### src/itd_consts.svh
// itd_consts.svh: constants of the instruction length and timing decoder
// assumes: included by bare name wherever the decoder constants are needed
`ifndef ITD_CONSTS_SVH
`define ITD_CONSTS_SVH

// spare opcode, executed as the no-operation instruction
`define ITD_OP_SPARE 8'hA5
// no-operation opcode
`define ITD_OP_NOP 8'h00
// direct address bit that selects function registers over data ram
`define ITD_DIR_SFR_BIT 7
// page-local target: number of low address bits replaced
`define ITD_PAGE_BITS 11
// bank register ram address: position of the bank select field
`define ITD_BANK_LSB 3
// reset value of every decoded output
`define ITD_RST_BYTE 8'h00
// widest cycle count of any instruction
`define ITD_MAX_CYCLES 4'h8

`endif

### src/itd_pkg.sv
// itd_pkg.sv: types of the instruction length and timing decoder
// assumes: compiled before the decoder module
package itd_pkg;

  // kind of branch target the opcode produces
  typedef enum logic [2:0] {
    ITD_TGT_NONE,   // no computed target
    ITD_TGT_REL,    // signed offset from next instruction
    ITD_TGT_PAGE,   // low 11 bits replaced
    ITD_TGT_LONG,   // full 16-bit target
    ITD_TGT_IND     // accumulator plus data pointer
  } itd_tgt_t;

  // static timing of one opcode
  typedef struct packed {
    logic [1:0] len;     // byte count
    logic [3:0] nt;      // cycles when not taken (or fixed base)
    logic [3:0] tmin;    // least cycles when taken / variable
    logic [3:0] tmax;    // most cycles when taken / variable
    logic       cond;    // conditional branch
    itd_tgt_t   tgt;     // target kind
  } itd_info_t;

  // all registered state of the decoder
  typedef struct packed {
    logic        valid;      // decode result present
    logic [1:0]  len;        // byte length
    logic [3:0]  cyc;        // selected cycle count
    logic [3:0]  cyc_nt;     // not-taken count
    logic [3:0]  cyc_min;    // least taken count
    logic [3:0]  cyc_max;    // most taken count
    logic        cond;       // conditional branch
    logic        tgt_valid;  // target field meaningful
    logic [15:0] target;     // branch destination
    logic        dir_sfr;    // direct operand is a function register
    logic [7:0]  bank_addr;  // ram address of bank register operand
    logic [7:0]  ptr_addr;   // ram address of indirect pointer register
    logic        is_nop;     // no-operation (incl. spare opcode)
    logic [7:0]  nib_acc;    // accumulator after low nibble exchange
    logic [7:0]  nib_mem;    // ram byte after low nibble exchange
  } itd_state_t;

endpackage : itd_pkg

### src/itd_core.sv
// itd_core.sv: opcode length, cycle timing and operand address decoder
// assumes: opcode and operand bytes, pc and bank select arrive from fetch logic
// on mclk_in; a result appears one clock after a sampled request
`timescale 1ns/10ps
`include "itd_consts.svh"

////////////////////////////////////////////////////////////////////////////////
// Functional notes
// - some counts vary with alignment, flash timing
// - accumulator one-cycle ops; complement takes two
// - xor immediate into direct: 3 bytes, 3
// - direct to direct move: 3 bytes, 3
// - data pointer immediate load: 3 bytes, 3
// - code read via data pointer: 1 byte, 4-7
// - code read via pc: 1 byte, 3
// - external data moves: 1 byte, 3 cycles
// - low nibble exchange swaps bits 3:0, 2
// - carry/zero jumps: 2 not taken, 4-6
// - jump bit and clear: 3 bytes, 3/5-7
// - page call, page jump, short jump: 4-6
// - long call and long jump: 5-7
// - both returns: 1 byte, 6-8 cycles
// - indirect jump: 1 byte, 3-5 cycles
// - compare unequal direct/indirect: 4/6-8
// - compare immediate: 3; taken bank 5-7, acc 6-8
// - decrement jump: direct 3/5-7, bank 2/4-6
// - relative target is next pc plus sext offset
// - direct below 0x80 is ram, else registers
// - page target keeps next pc upper bits
// - long target reaches full 64 kB
// - opcode 0xA5 behaves as no-operation
// - bank register address from bank select
// - not taken two cycles sooner than least taken, three for compare immediate acc
module itd_core #(
  parameter int PC_W = 16  // program counter width
) (
  input  wire logic            mclk_in,     // system clock, 100 MHz
  input  wire logic            reset_in,    // async reset, active high
  input  wire logic            ce_in,       // clock enable, freezes state when low
  input  wire logic            valid_in,    // opcode present this cycle
  input  wire logic [7:0]      opcode_in,   // fetched opcode byte
  input  wire logic [7:0]      op1_in,      // first operand byte
  input  wire logic [7:0]      op2_in,      // second operand byte
  input  wire logic [PC_W-1:0] pc_in,       // address of the opcode byte
  input  wire logic            taken_in,    // evaluated branch condition
  input  wire logic [1:0]      align_in,    // alignment penalty slots
  input  wire logic [1:0]      flash_read_timing_field_in, // flash wait slots
  input  wire logic [1:0]      bank_select_field_in,       // active register bank
  input  wire logic [7:0]      acc_in,      // accumulator value
  input  wire logic [15:0]     data_pointer_pair_in,       // data pointer value
  input  wire logic [7:0]      mem_byte_in, // indirectly addressed ram byte
  output logic                 valid_out,   // decode result present
  output logic [1:0]           len_out,     // instruction byte length
  output logic [3:0]           cycles_out,  // cycles for this execution
  output logic [3:0]           cyc_nt_out,  // base / not-taken count
  output logic [3:0]           cyc_min_out, // least taken count
  output logic [3:0]           cyc_max_out, // most taken count
  output logic                 cond_out,    // conditional branch
  output logic                 tgt_valid_out, // target meaningful
  output logic [15:0]          target_out,  // branch destination
  output logic                 dir_sfr_out, // direct operand hits registers
  output logic [7:0]           bank_addr_out, // bank register ram address
  output logic [7:0]           ptr_addr_out,  // pointer register ram address
  output logic                 nop_out,     // no-operation decoded
  output logic [7:0]           nib_acc_out, // accumulator after nibble exchange
  output logic [7:0]           nib_mem_out  // ram byte after nibble exchange
);

  ////////////////////////////////////////////////////////////////////////////////
  // elaboration check
  if (PC_W != 16) begin : g_pc_check
    $error("itd_core: PC_W must be 16");
  end

  ////////////////////////////////////////////////////////////////////////////////
  // timing table helpers

  // pack one table entry
  function automatic itd_pkg::itd_info_t mk(input logic [1:0] len, input logic [3:0] nt,
      input logic [3:0] mn, input logic [3:0] mx, input logic cond, input itd_pkg::itd_tgt_t tgt);
    itd_pkg::itd_info_t d;
    d.len = len;
    d.nt = nt;
    d.tmin = mn;
    d.tmax = mx;
    d.cond = cond;
    d.tgt = tgt;
    return d;
  endfunction : mk

  // length and timing of every opcode
  function automatic itd_pkg::itd_info_t decode(input logic [7:0] op);
    itd_pkg::itd_info_t d;
    // column defaults: immediate/direct forms, indirect forms, bank forms
    unique casez (op[3:0])
      4'h4, 4'h5: d = mk(2'h2, 4'h2, 4'h2, 4'h2, 1'b0, itd_pkg::ITD_TGT_NONE);
      4'h6, 4'h7: d = mk(2'h1, 4'h2, 4'h2, 4'h2, 1'b0, itd_pkg::ITD_TGT_NONE);
      4'b1???: d = mk(2'h1, 4'h1, 4'h1, 4'h1, 1'b0, itd_pkg::ITD_TGT_NONE);
      default: d = mk(2'h2, 4'h2, 4'h2, 4'h2, 1'b0, itd_pkg::ITD_TGT_NONE);
    endcase
    // page call / page jump column
    if (op[3:0] == 4'h1) begin
      d = mk(2'h2, 4'h4, 4'h4, 4'h6, 1'b0, itd_pkg::ITD_TGT_PAGE);
    end
    case (op)
      8'h00, `ITD_OP_SPARE: d = mk(2'h1, 4'h1, 4'h1, 4'h1, 1'b0, itd_pkg::ITD_TGT_NONE);
      8'h02, 8'h12: d = mk(2'h3, 4'h5, 4'h5, 4'h7, 1'b0, itd_pkg::ITD_TGT_LONG);
      8'h03, 8'h13, 8'h23, 8'h33, 8'hC4, 8'hE4, 8'hD4, 8'hA3, 8'h04, 8'h14, 8'hB3, 8'hC3, 8'hD3:
        d = mk(2'h1, 4'h1, 4'h1, 4'h1, 1'b0, itd_pkg::ITD_TGT_NONE);
      8'hF4: d = mk(2'h1, 4'h2, 4'h2, 4'h2, 1'b0, itd_pkg::ITD_TGT_NONE);
      8'h10, 8'h20, 8'h30: d = mk(2'h3, 4'h3, 4'h5, 4'h7, 1'b1, itd_pkg::ITD_TGT_REL);
      8'h22, 8'h32: d = mk(2'h1, 4'h6, 4'h6, 4'h8, 1'b0, itd_pkg::ITD_TGT_NONE);
      8'h40, 8'h50, 8'h60, 8'h70: d = mk(2'h2, 4'h2, 4'h4, 4'h6, 1'b1, itd_pkg::ITD_TGT_REL);
      8'h43, 8'h53, 8'h63, 8'h75, 8'h85, 8'h90:
        d = mk(2'h3, 4'h3, 4'h3, 4'h3, 1'b0, itd_pkg::ITD_TGT_NONE);
      8'h73: d = mk(2'h1, 4'h3, 4'h3, 4'h5, 1'b0, itd_pkg::ITD_TGT_IND);
      8'h76, 8'h77, 8'h86, 8'h87, 8'hA6, 8'hA7: d = mk(2'h2, 4'h2, 4'h2, 4'h2, 1'b0, itd_pkg::ITD_TGT_NONE);
      8'h78, 8'h79, 8'h7A, 8'h7B, 8'h7C, 8'h7D, 8'h7E, 8'h7F,
      8'h88, 8'h89, 8'h8A, 8'h8B, 8'h8C, 8'h8D, 8'h8E, 8'h8F,
      8'hA8, 8'hA9, 8'hAA, 8'hAB, 8'hAC, 8'hAD, 8'hAE, 8'hAF:
        d = mk(2'h2, 4'h2, 4'h2, 4'h2, 1'b0, itd_pkg::ITD_TGT_NONE);
      8'h80: d = mk(2'h2, 4'h4, 4'h4, 4'h6, 1'b0, itd_pkg::ITD_TGT_REL);
      8'h83: d = mk(2'h1, 4'h3, 4'h3, 4'h3, 1'b0, itd_pkg::ITD_TGT_NONE);
      8'h93: d = mk(2'h1, 4'h4, 4'h4, 4'h7, 1'b0, itd_pkg::ITD_TGT_NONE);
      8'h84: d = mk(2'h1, 4'h8, 4'h8, 4'h8, 1'b0, itd_pkg::ITD_TGT_NONE);
      8'hA4: d = mk(2'h1, 4'h4, 4'h4, 4'h4, 1'b0, itd_pkg::ITD_TGT_NONE);
      8'hB4: d = mk(2'h3, 4'h3, 4'h6, 4'h8, 1'b1, itd_pkg::ITD_TGT_REL);
      8'hB5, 8'hB6, 8'hB7: d = mk(2'h3, 4'h4, 4'h6, 4'h8, 1'b1, itd_pkg::ITD_TGT_REL);
      8'hB8, 8'hB9, 8'hBA, 8'hBB, 8'hBC, 8'hBD, 8'hBE, 8'hBF:
        d = mk(2'h3, 4'h3, 4'h5, 4'h7, 1'b1, itd_pkg::ITD_TGT_REL);
      8'hD5: d = mk(2'h3, 4'h3, 4'h5, 4'h7, 1'b1, itd_pkg::ITD_TGT_REL);
      8'hD8, 8'hD9, 8'hDA, 8'hDB, 8'hDC, 8'hDD, 8'hDE, 8'hDF:
        d = mk(2'h2, 4'h2, 4'h4, 4'h6, 1'b1, itd_pkg::ITD_TGT_REL);
      8'hD6, 8'hD7: d = mk(2'h1, 4'h2, 4'h2, 4'h2, 1'b0, itd_pkg::ITD_TGT_NONE);
      8'hE0, 8'hE2, 8'hE3, 8'hF0, 8'hF2, 8'hF3:
        d = mk(2'h1, 4'h3, 4'h3, 4'h3, 1'b0, itd_pkg::ITD_TGT_NONE);
      default: ;  // column default stands
    endcase
    return d;
  endfunction : decode

  ////////////////////////////////////////////////////////////////////////////////
  // state and next-state

  itd_pkg::itd_state_t st_r;        // all decoder state
  itd_pkg::itd_state_t st_nxt;      // next value
  itd_pkg::itd_info_t info;         // table entry of current opcode
  logic [15:0] next_pc;             // address of the following instruction
  logic [2:0] penalty;              // alignment plus flash wait slots
  logic [4:0] var_cyc;              // least count plus penalty
  logic [7:0] rel_off;              // chosen relative offset byte

  // combinational decode of the request
  always_comb begin
    info = decode(opcode_in);
    next_pc = pc_in + {14'h0000, info.len};
    penalty = {1'b0, align_in} + {1'b0, flash_read_timing_field_in};
    var_cyc = {1'b0, info.tmin} + {2'b00, penalty};
    rel_off = (info.len == 2'h3) ? op2_in : op1_in;
    st_nxt = st_r;
    st_nxt.valid = valid_in;
    if (valid_in) begin
      st_nxt.len = info.len;
      st_nxt.cyc_nt = info.nt;
      st_nxt.cyc_min = info.tmin;
      st_nxt.cyc_max = info.tmax;
      st_nxt.cond = info.cond;
      // not taken: fixed count; otherwise variable count saturates at most
      if (info.cond && !taken_in) begin
        st_nxt.cyc = info.nt;
      end else if (var_cyc > {1'b0, info.tmax}) begin
        st_nxt.cyc = info.tmax;
      end else begin
        st_nxt.cyc = var_cyc[3:0];
      end
      st_nxt.tgt_valid = (info.tgt != itd_pkg::ITD_TGT_NONE);
      // branch destination by target kind
      unique case (info.tgt)
        itd_pkg::ITD_TGT_REL: st_nxt.target = next_pc + {{8{rel_off[7]}}, rel_off};
        itd_pkg::ITD_TGT_PAGE: st_nxt.target = {next_pc[15:`ITD_PAGE_BITS], opcode_in[7:5], op1_in};
        itd_pkg::ITD_TGT_LONG: st_nxt.target = {op1_in, op2_in};
        itd_pkg::ITD_TGT_IND: st_nxt.target = data_pointer_pair_in + {8'h00, acc_in};
        itd_pkg::ITD_TGT_NONE: st_nxt.target = next_pc;
      endcase
      st_nxt.dir_sfr = op1_in[`ITD_DIR_SFR_BIT];
      st_nxt.bank_addr = {3'b000, bank_select_field_in, opcode_in[2:0]};
      st_nxt.ptr_addr = {3'b000, bank_select_field_in, 2'b00, opcode_in[0]};
      st_nxt.is_nop = (opcode_in == `ITD_OP_NOP) || (opcode_in == `ITD_OP_SPARE);
      st_nxt.nib_acc = {acc_in[7:4], mem_byte_in[3:0]};
      st_nxt.nib_mem = {mem_byte_in[7:4], acc_in[3:0]};
    end
  end

  // register the state, frozen while clock enable is low
  always_ff @(posedge mclk_in or posedge reset_in) begin
    if (reset_in) begin
      st_r <= '0;
    end else if (ce_in) begin
      st_r <= st_nxt;
    end
  end

  ////////////////////////////////////////////////////////////////////////////////
  // outputs straight from the state register
  assign valid_out = st_r.valid;
  assign len_out = st_r.len;
  assign cycles_out = st_r.cyc;
  assign cyc_nt_out = st_r.cyc_nt;
  assign cyc_min_out = st_r.cyc_min;
  assign cyc_max_out = st_r.cyc_max;
  assign cond_out = st_r.cond;
  assign tgt_valid_out = st_r.tgt_valid;
  assign target_out = st_r.target;
  assign dir_sfr_out = st_r.dir_sfr;
  assign bank_addr_out = st_r.bank_addr;
  assign ptr_addr_out = st_r.ptr_addr;
  assign nop_out = st_r.is_nop;
  assign nib_acc_out = st_r.nib_acc;
  assign nib_mem_out = st_r.nib_mem;

  // next pc of a two-byte page transfer, kept apart from the decode path
  logic [15:0] pg_next;
  assign pg_next = pc_in + 16'h0002;
endmodule : itd_core

### config.mk
export PLATFORM = sky130hd
export DESIGN_NAME = itd_core
export DESIGN_NICKNAME = d
export VERILOG_FILES = /design/src/itd_pkg.sv /design/src/itd_core.sv
export VERILOG_INCLUDE_DIRS = /design/src
export SDC_FILE = /design/constraint.sdc
export NUM_CORES = 1
export LEC_CHECK = 0
export BUFFER_PORTS_ARGS = -buffer_cell sky130_fd_sc_hd__buf_2
export CAP_MARGIN = 5
export CORE_UTILIZATION = 42
export CTS_CLUSTER_DIAMETER = 200
export CTS_CLUSTER_SIZE = 20
export DETAILED_ROUTE_END_ITERATION = 10
export GPL_TIMING_DRIVEN = 0
export PLACE_DENSITY_LB_ADDON = 0.2
export SYNTH_ARGS = -nofsm -noshare
export SYNTH_HDL_FRONTEND = slang
export SYNTH_SLANG_ARGS = --single-unit
### constraint.sdc
create_clock -name mclk_in -period 3 [get_ports mclk_in]
set_input_delay 0.15 -clock mclk_in [delete_from_list [all_inputs] [get_ports mclk_in]]
set_output_delay 0.15 -clock mclk_in [all_outputs]
set_load 0.02 [all_outputs]
Word-level counts from Yosys, hierarchy flattened
Cells that the tools add are included.
Word-level totals
  flip-flop bits (word level): 63
  latch bits: 0
  bits in writable memories: 0
  bits in read-only memories: 0
  input bits: 83
  output and inout bits: 71
  logic and storage cells: 151
  memories kept: 0
Operators by class
  add/sub/neg operators: 5
  multipliers: 0
  divide/modulo/power cells: 0
  magnitude comparators: 1
  equality and inequality tests: 105
  shift-type cells: 0
  mux-type cells: 7
  bitwise gates (word level): 0
  reduce and logical (&&, ||, !) cells: 18
Operators by type and width (number)
  == test 8 bit, second input constant: 65
  one-hot mux 18 bit (16 select lines): 1
  == test 8 x 7 -> 1 bit, second input constant: 19
  one-hot mux 16 bit (5 select lines): 1
  == test 8 x 6 -> 1 bit, second input constant: 6
  one-hot mux 18 bit (2 select lines): 1
  == test 8 x 5 -> 1 bit, second input constant: 4
  OR reduction 30 bit: 1
  OR reduction 12 bit: 2
  two-way mux 18 bit: 1
  adder 16 bit: 1
  adder 16 x 2 -> 16 bit: 1
  adder 16 x 8 -> 16 bit: 1
  == test 8 x 2 -> 1 bit, second input constant: 2
  OR reduction 15 bit: 1
  == test 4 x 3 -> 1 bit, second input constant: 2
  == test 8 x 3 -> 1 bit, second input constant: 1
  zero test 8 bit: 1
  two-way mux 4 bit: 2
  two-way mux 8 bit: 1
  OR reduction 7 bit: 1
  == test 3 x 2 -> 1 bit, second input constant: 2
  OR reduction 2 bit: 3
  OR reduction 3 bit: 2
  14 further kinds: 14

Longest topological paths before layout
  depth in word-level cells: 9
  mapped depth: 24
  gate-level depth less buffers: 22

Worst setup path before layout
OpenSTA, ideal clock, no wires.
  kind: input to register
  start: input port opcode_in[3]
  end: register st_r (netlist bit target_out[15])
  setup time: 0.101 ns
  data arrival time: 4.550 ns
  required time: 2.899 ns
  slack: -1.651 ns
  stages: 21
  buffers on the path: 1
  cells stage by stage: buf_2 -> or4_4 -> nor3_4 -> a211o_2 -> nor4b_4 -> nand3_2 -> nor2_1 -> a22oi_1 -> ha_1 -> a21oi_1 -> nor2_1 -> xor2_1 -> ha_1 -> or3_1 -> o211ai_1 -> o211ai_1 -> nand2_1 -> o21ai_0 -> or4_1 -> o32a_1 -> o311ai_2
RTL lines
  from (decl): line itd_core.sv:41  | input wire logic [7:0] opcode_in,
  to (signal assigned): line itd_core.sv:199  | st_r <= st_nxt;
  to (decl): line itd_core.sv:145  | itd_pkg::itd_state_t st_r;

==> metrics.csv <==
stage,metric,value,unit
status,status,"complete, but fails checks",
status,violated checks,negative setup slack,
power_and_ir_drop,PwrDens,507.7,mW/mm^2
sta,"Slew Viols, Final",0,
global_route,Tot GR Track Use,29.03,%
worst_hold_path,Hold WC Path Type,in -> reg,
drt,1st-pass router iterations,5,
placement,Place WS,-2.473,ns
synth,Yosys Warn Count,0,
sta,"Worst Setup Slack, final",-1.448,ns
global_route,largest net degree at the start of global routing,45,
drt,wire length per cell,18.42,um
floorplanning,Die Y,115.2,um
synth,Post-synth EDFFs,0,
synth,distinct cell type count of the synthesized netlist,83,
floorplanning,core area,0.01226,mm^2
drt,Avg Vias per Cell,5.679,
synth,Yosys top cell by area,dfrtp_1,
placement,hpwl dp,14.50,mm
layout,diodes inserted,0,
critical_path,Worst Path Arrival,4.68,ns
sta,Max transition margin,50.09,%
drt,Final ANT Viol Nets,0,
synth,"Seq/Total Area, Yosys",27.42,%
synth,"top cells by count, synth","nand2_1, dfrtp_1, nor2_1, ha_1, o21ai_0",
flow_run,max-cap violation count,0,
layout,Area Growth Syn to Fin,44.74,%
cts,clock insertion delay at the later pin of the skew report,0.33,ns
global_route,total gr overflow,0,
floorplanning,FP Rows,40,
placement,gpl congestion,0.9128,
layout,fraction of layout instances using a drive strength above 1,39.01,%
synth,mapped cell area,0.005384,mm^2
sta,RSZ-0062 raised after global routing,true,
synth,top cell type's share of synthesized area,27.42,%
critical_path,Critical Path Fanout Max,6,
floorplanning,die area,0.01328,mm^2
cts,register clock-pin slew on the reported worst setup and hold paths,0.05,ns
power_and_ir_drop,static leakage,3.704,nW
floorplanning,Initial Utilization,43.91,%
cts,total CTS buffers,9,
sta,Hold Slack,0.01442,ns
drt,DRT Wirelength,19.43,mm
layout,nets@finish,1004,
synth,"count leader, synth",nand2_1,
sta,final setup skew,0,ns
critical_path,CP Capture Type,register,
synth,Synth Flop Type,dfrtp_1,
global_route,initial antenna violation count,0,
cts,CTS tree,yes,
drt,DRT iter0 DRCs,504,
cts,CTS H-tree depth,3,
synth,"FF+latch count, synth",59,
placement,placed cell count,985,
critical_path,startpoint types,input port,
drt,Vias,5991,
synth,synth top area cells,"dfrtp_1, nand2_1, ha_1, nor2_1, xnor2_1",
drt,# DRC,0,
floorplanning,die width,115.2,um
sta,FMAX,224.8,MHz
sta,minimum clock period,4.448,ns
sta,worst slew pin tran,0.7424,ns
cts,clock root buffer master,clkbuf_16,
sta,final hold viol count,0,
power_and_ir_drop,VDD IR-drop max,0.2190,mV
synth,Mean Syn Cell Area,8.084,um^2
synth,Mapped Cells,666,
critical_path,Worst Path Required,3.23,ns
sta,final setup fails,19,
synth,ys async rst share,100.0,%
cts,clock tree buffer depth,2,
placement,number of port buffers,143,
critical_path,worst setup path category,in -> reg,
layout,Finished Layout Cells,1055,
global_route,first-pass GRT wire length,29.26,mm
floorplanning,Ports,154,
cts,clock sink count,59,
global_route,vias in the first global route,5724,
sta,Tcrit/Tclk final,148.3,%
-- through the flow --
stage	utilization [%]	total power, mW	TNS, ns	instance area (um^2)
after floorplan	-	2.013	-20.96	5463
after global placement	52.10	2.461	-35.45	6389
after detailed placement	52.27	2.490	-36.05	6409
after CTS	61.59	3.807	-20.61	7552
after global routing	63.55	4.161	-25.07	7792
final	63.55	3.956	-21.53	7792
-- path summary, 6_finish.rpt --
kind / end / start / slack [ns] / cells after the start
setup / recovery: target_out[15]$_DFFE_PP0P_ / opcode_in[6] / -1.45 / 22
setup reg to reg: target_out[15]$_DFFE_PP0P_ / target_out[15]$_DFFE_PP0P_ / 1.59 / 4
hold reg to reg: nib_acc_out[0]$_DFFE_PP0P_ / nib_acc_out[0]$_DFFE_PP0P_ / 0.47 / 2
min in group asynchronous: ptr_addr_out[0]$_DFFE_PP0P_ / reset_in / 0.35 / 3
max in group asynchronous: target_out[12]$_DFFE_PP0P_ / reset_in / 2.09 / 4
hold / removal: nib_acc_out[2]$_DFFE_PP0P_ / mem_byte_in[2] / 0.01 / 3
-- what timing repair did --
item / CTS / global route
hold endpoints to repair: 15 / 0
setup endpoints to repair: 20 / 19
hold buffers: 1 / 0
resized for setup: 103 / 31
pin swaps: 63 / 26
gates cloned: 1 / 0
setup buffers: 46 / 7
-- logic make-up after synthesis --
group	share of synthesized area, %
and+or+nand+nor	26.96
AOI/OAI and AO/OA	20.89
buffers and inverters	5.880
DFF	27.42
adders and majority gates	9.900
xor gates and xnor gates	5.856
muxes	3.021
other	0.06965
-- routing by layer --
| metal | GRT usage, % | part of all wire [%] |
|---|---|---|
| met5 | 0 | 0 |
| met1 | 38.70 | 44 |
| met2 | 46.87 | 46 |
| met3 | 5.904 | 7.8 |
| met4 | 9.870 | 2.1 |
-- cell type report --
cell class                 instances  area, um^2
clock inverter                     5       52.55
fill                            1095        4469
clock buffer                      11       242.7
inverter                          24       90.09
buffer                            41       276.5
multi-input combinational        549        4235
tap                              168       210.2
sequential                        59        1476
timing repair buffer             198        1209
-- power breakdown --
| part | internal [mW] | leakage (nW) | switching, mW |
|---|---|---|---|
| Combinational | 0.851 | 2.84 | 1.08 |
| Clock | 0.660 | 0.145 | 0.348 |
| Sequential | 0.933 | 0.720 | 0.0828 |
-- sequential cells by signal, summed over array words and instances (netlist names) --
register,count
dir_sfr_out,1
nib_acc_out,8
cycles_out,4
tgt_valid_out,1
cyc_nt_out,4
bank_addr_out,2
cyc_max_out,4
cyc_min_out,3
nib_mem_out,8
nop_out,1
target_out,16
cond_out,1
ptr_addr_out,3
len_out,2
valid_out,1
-- worst max-delay path, stage by stage --
cell and delay [ns]:
buf_8 0.10, buf_8 0.11, and2b_4 0.26, o32ai_2 0.08, a211o_2 0.32, nor4b_4 0.35, nand3_4 0.17, buf_6 0.15
a22oi_2 0.22, ha_1 0.31, a21oi_4 0.22, nor2_2 0.10, xor2_2 0.19, ha_1 0.30, or3_1 0.35, o211ai_1 0.14
o211ai_1 0.18, nand2_1 0.09, o21ai_1 0.10, or4_1 0.42, o32a_1 0.31, o311ai_2 0.06
-- cell usage in the layout, fill, tap and decap left out, types with 7 or more instances in the layout --
master | Yosys | final
nand4_1 | 13 | 13
nor3_1 | 13 | 10
conb_1 | 1 | 8
ha_1 | 33 | 25
buf_4 | 15 | 60
a221oi_1 | 13 | 8
mux2_2 | 10 | 10
xor2_1 | 13 | 9
nand2_1 | 126 | 122
a21oi_1 | 25 | 18
nand3_1 | 24 | 18
a31oi_1 | 9 | 9
buf_6 | 1 | 12
o21ai_0 | 27 | 20
buf_2 | 7 | 141
and2_1 | 7 | 7
nor2_1 | 54 | 47
a21o_1 | 11 | 10
clkbuf_16 | 0 | 9
clkbuf_1 | 17 | 17
o21ai_1 | 7 | 10
xnor2_1 | 23 | 15
xnor2_2 | 0 | 7
dfrtp_1 | 59 | 59
inv_1 | 24 | 20
Power figures use the tool's default switching activity.
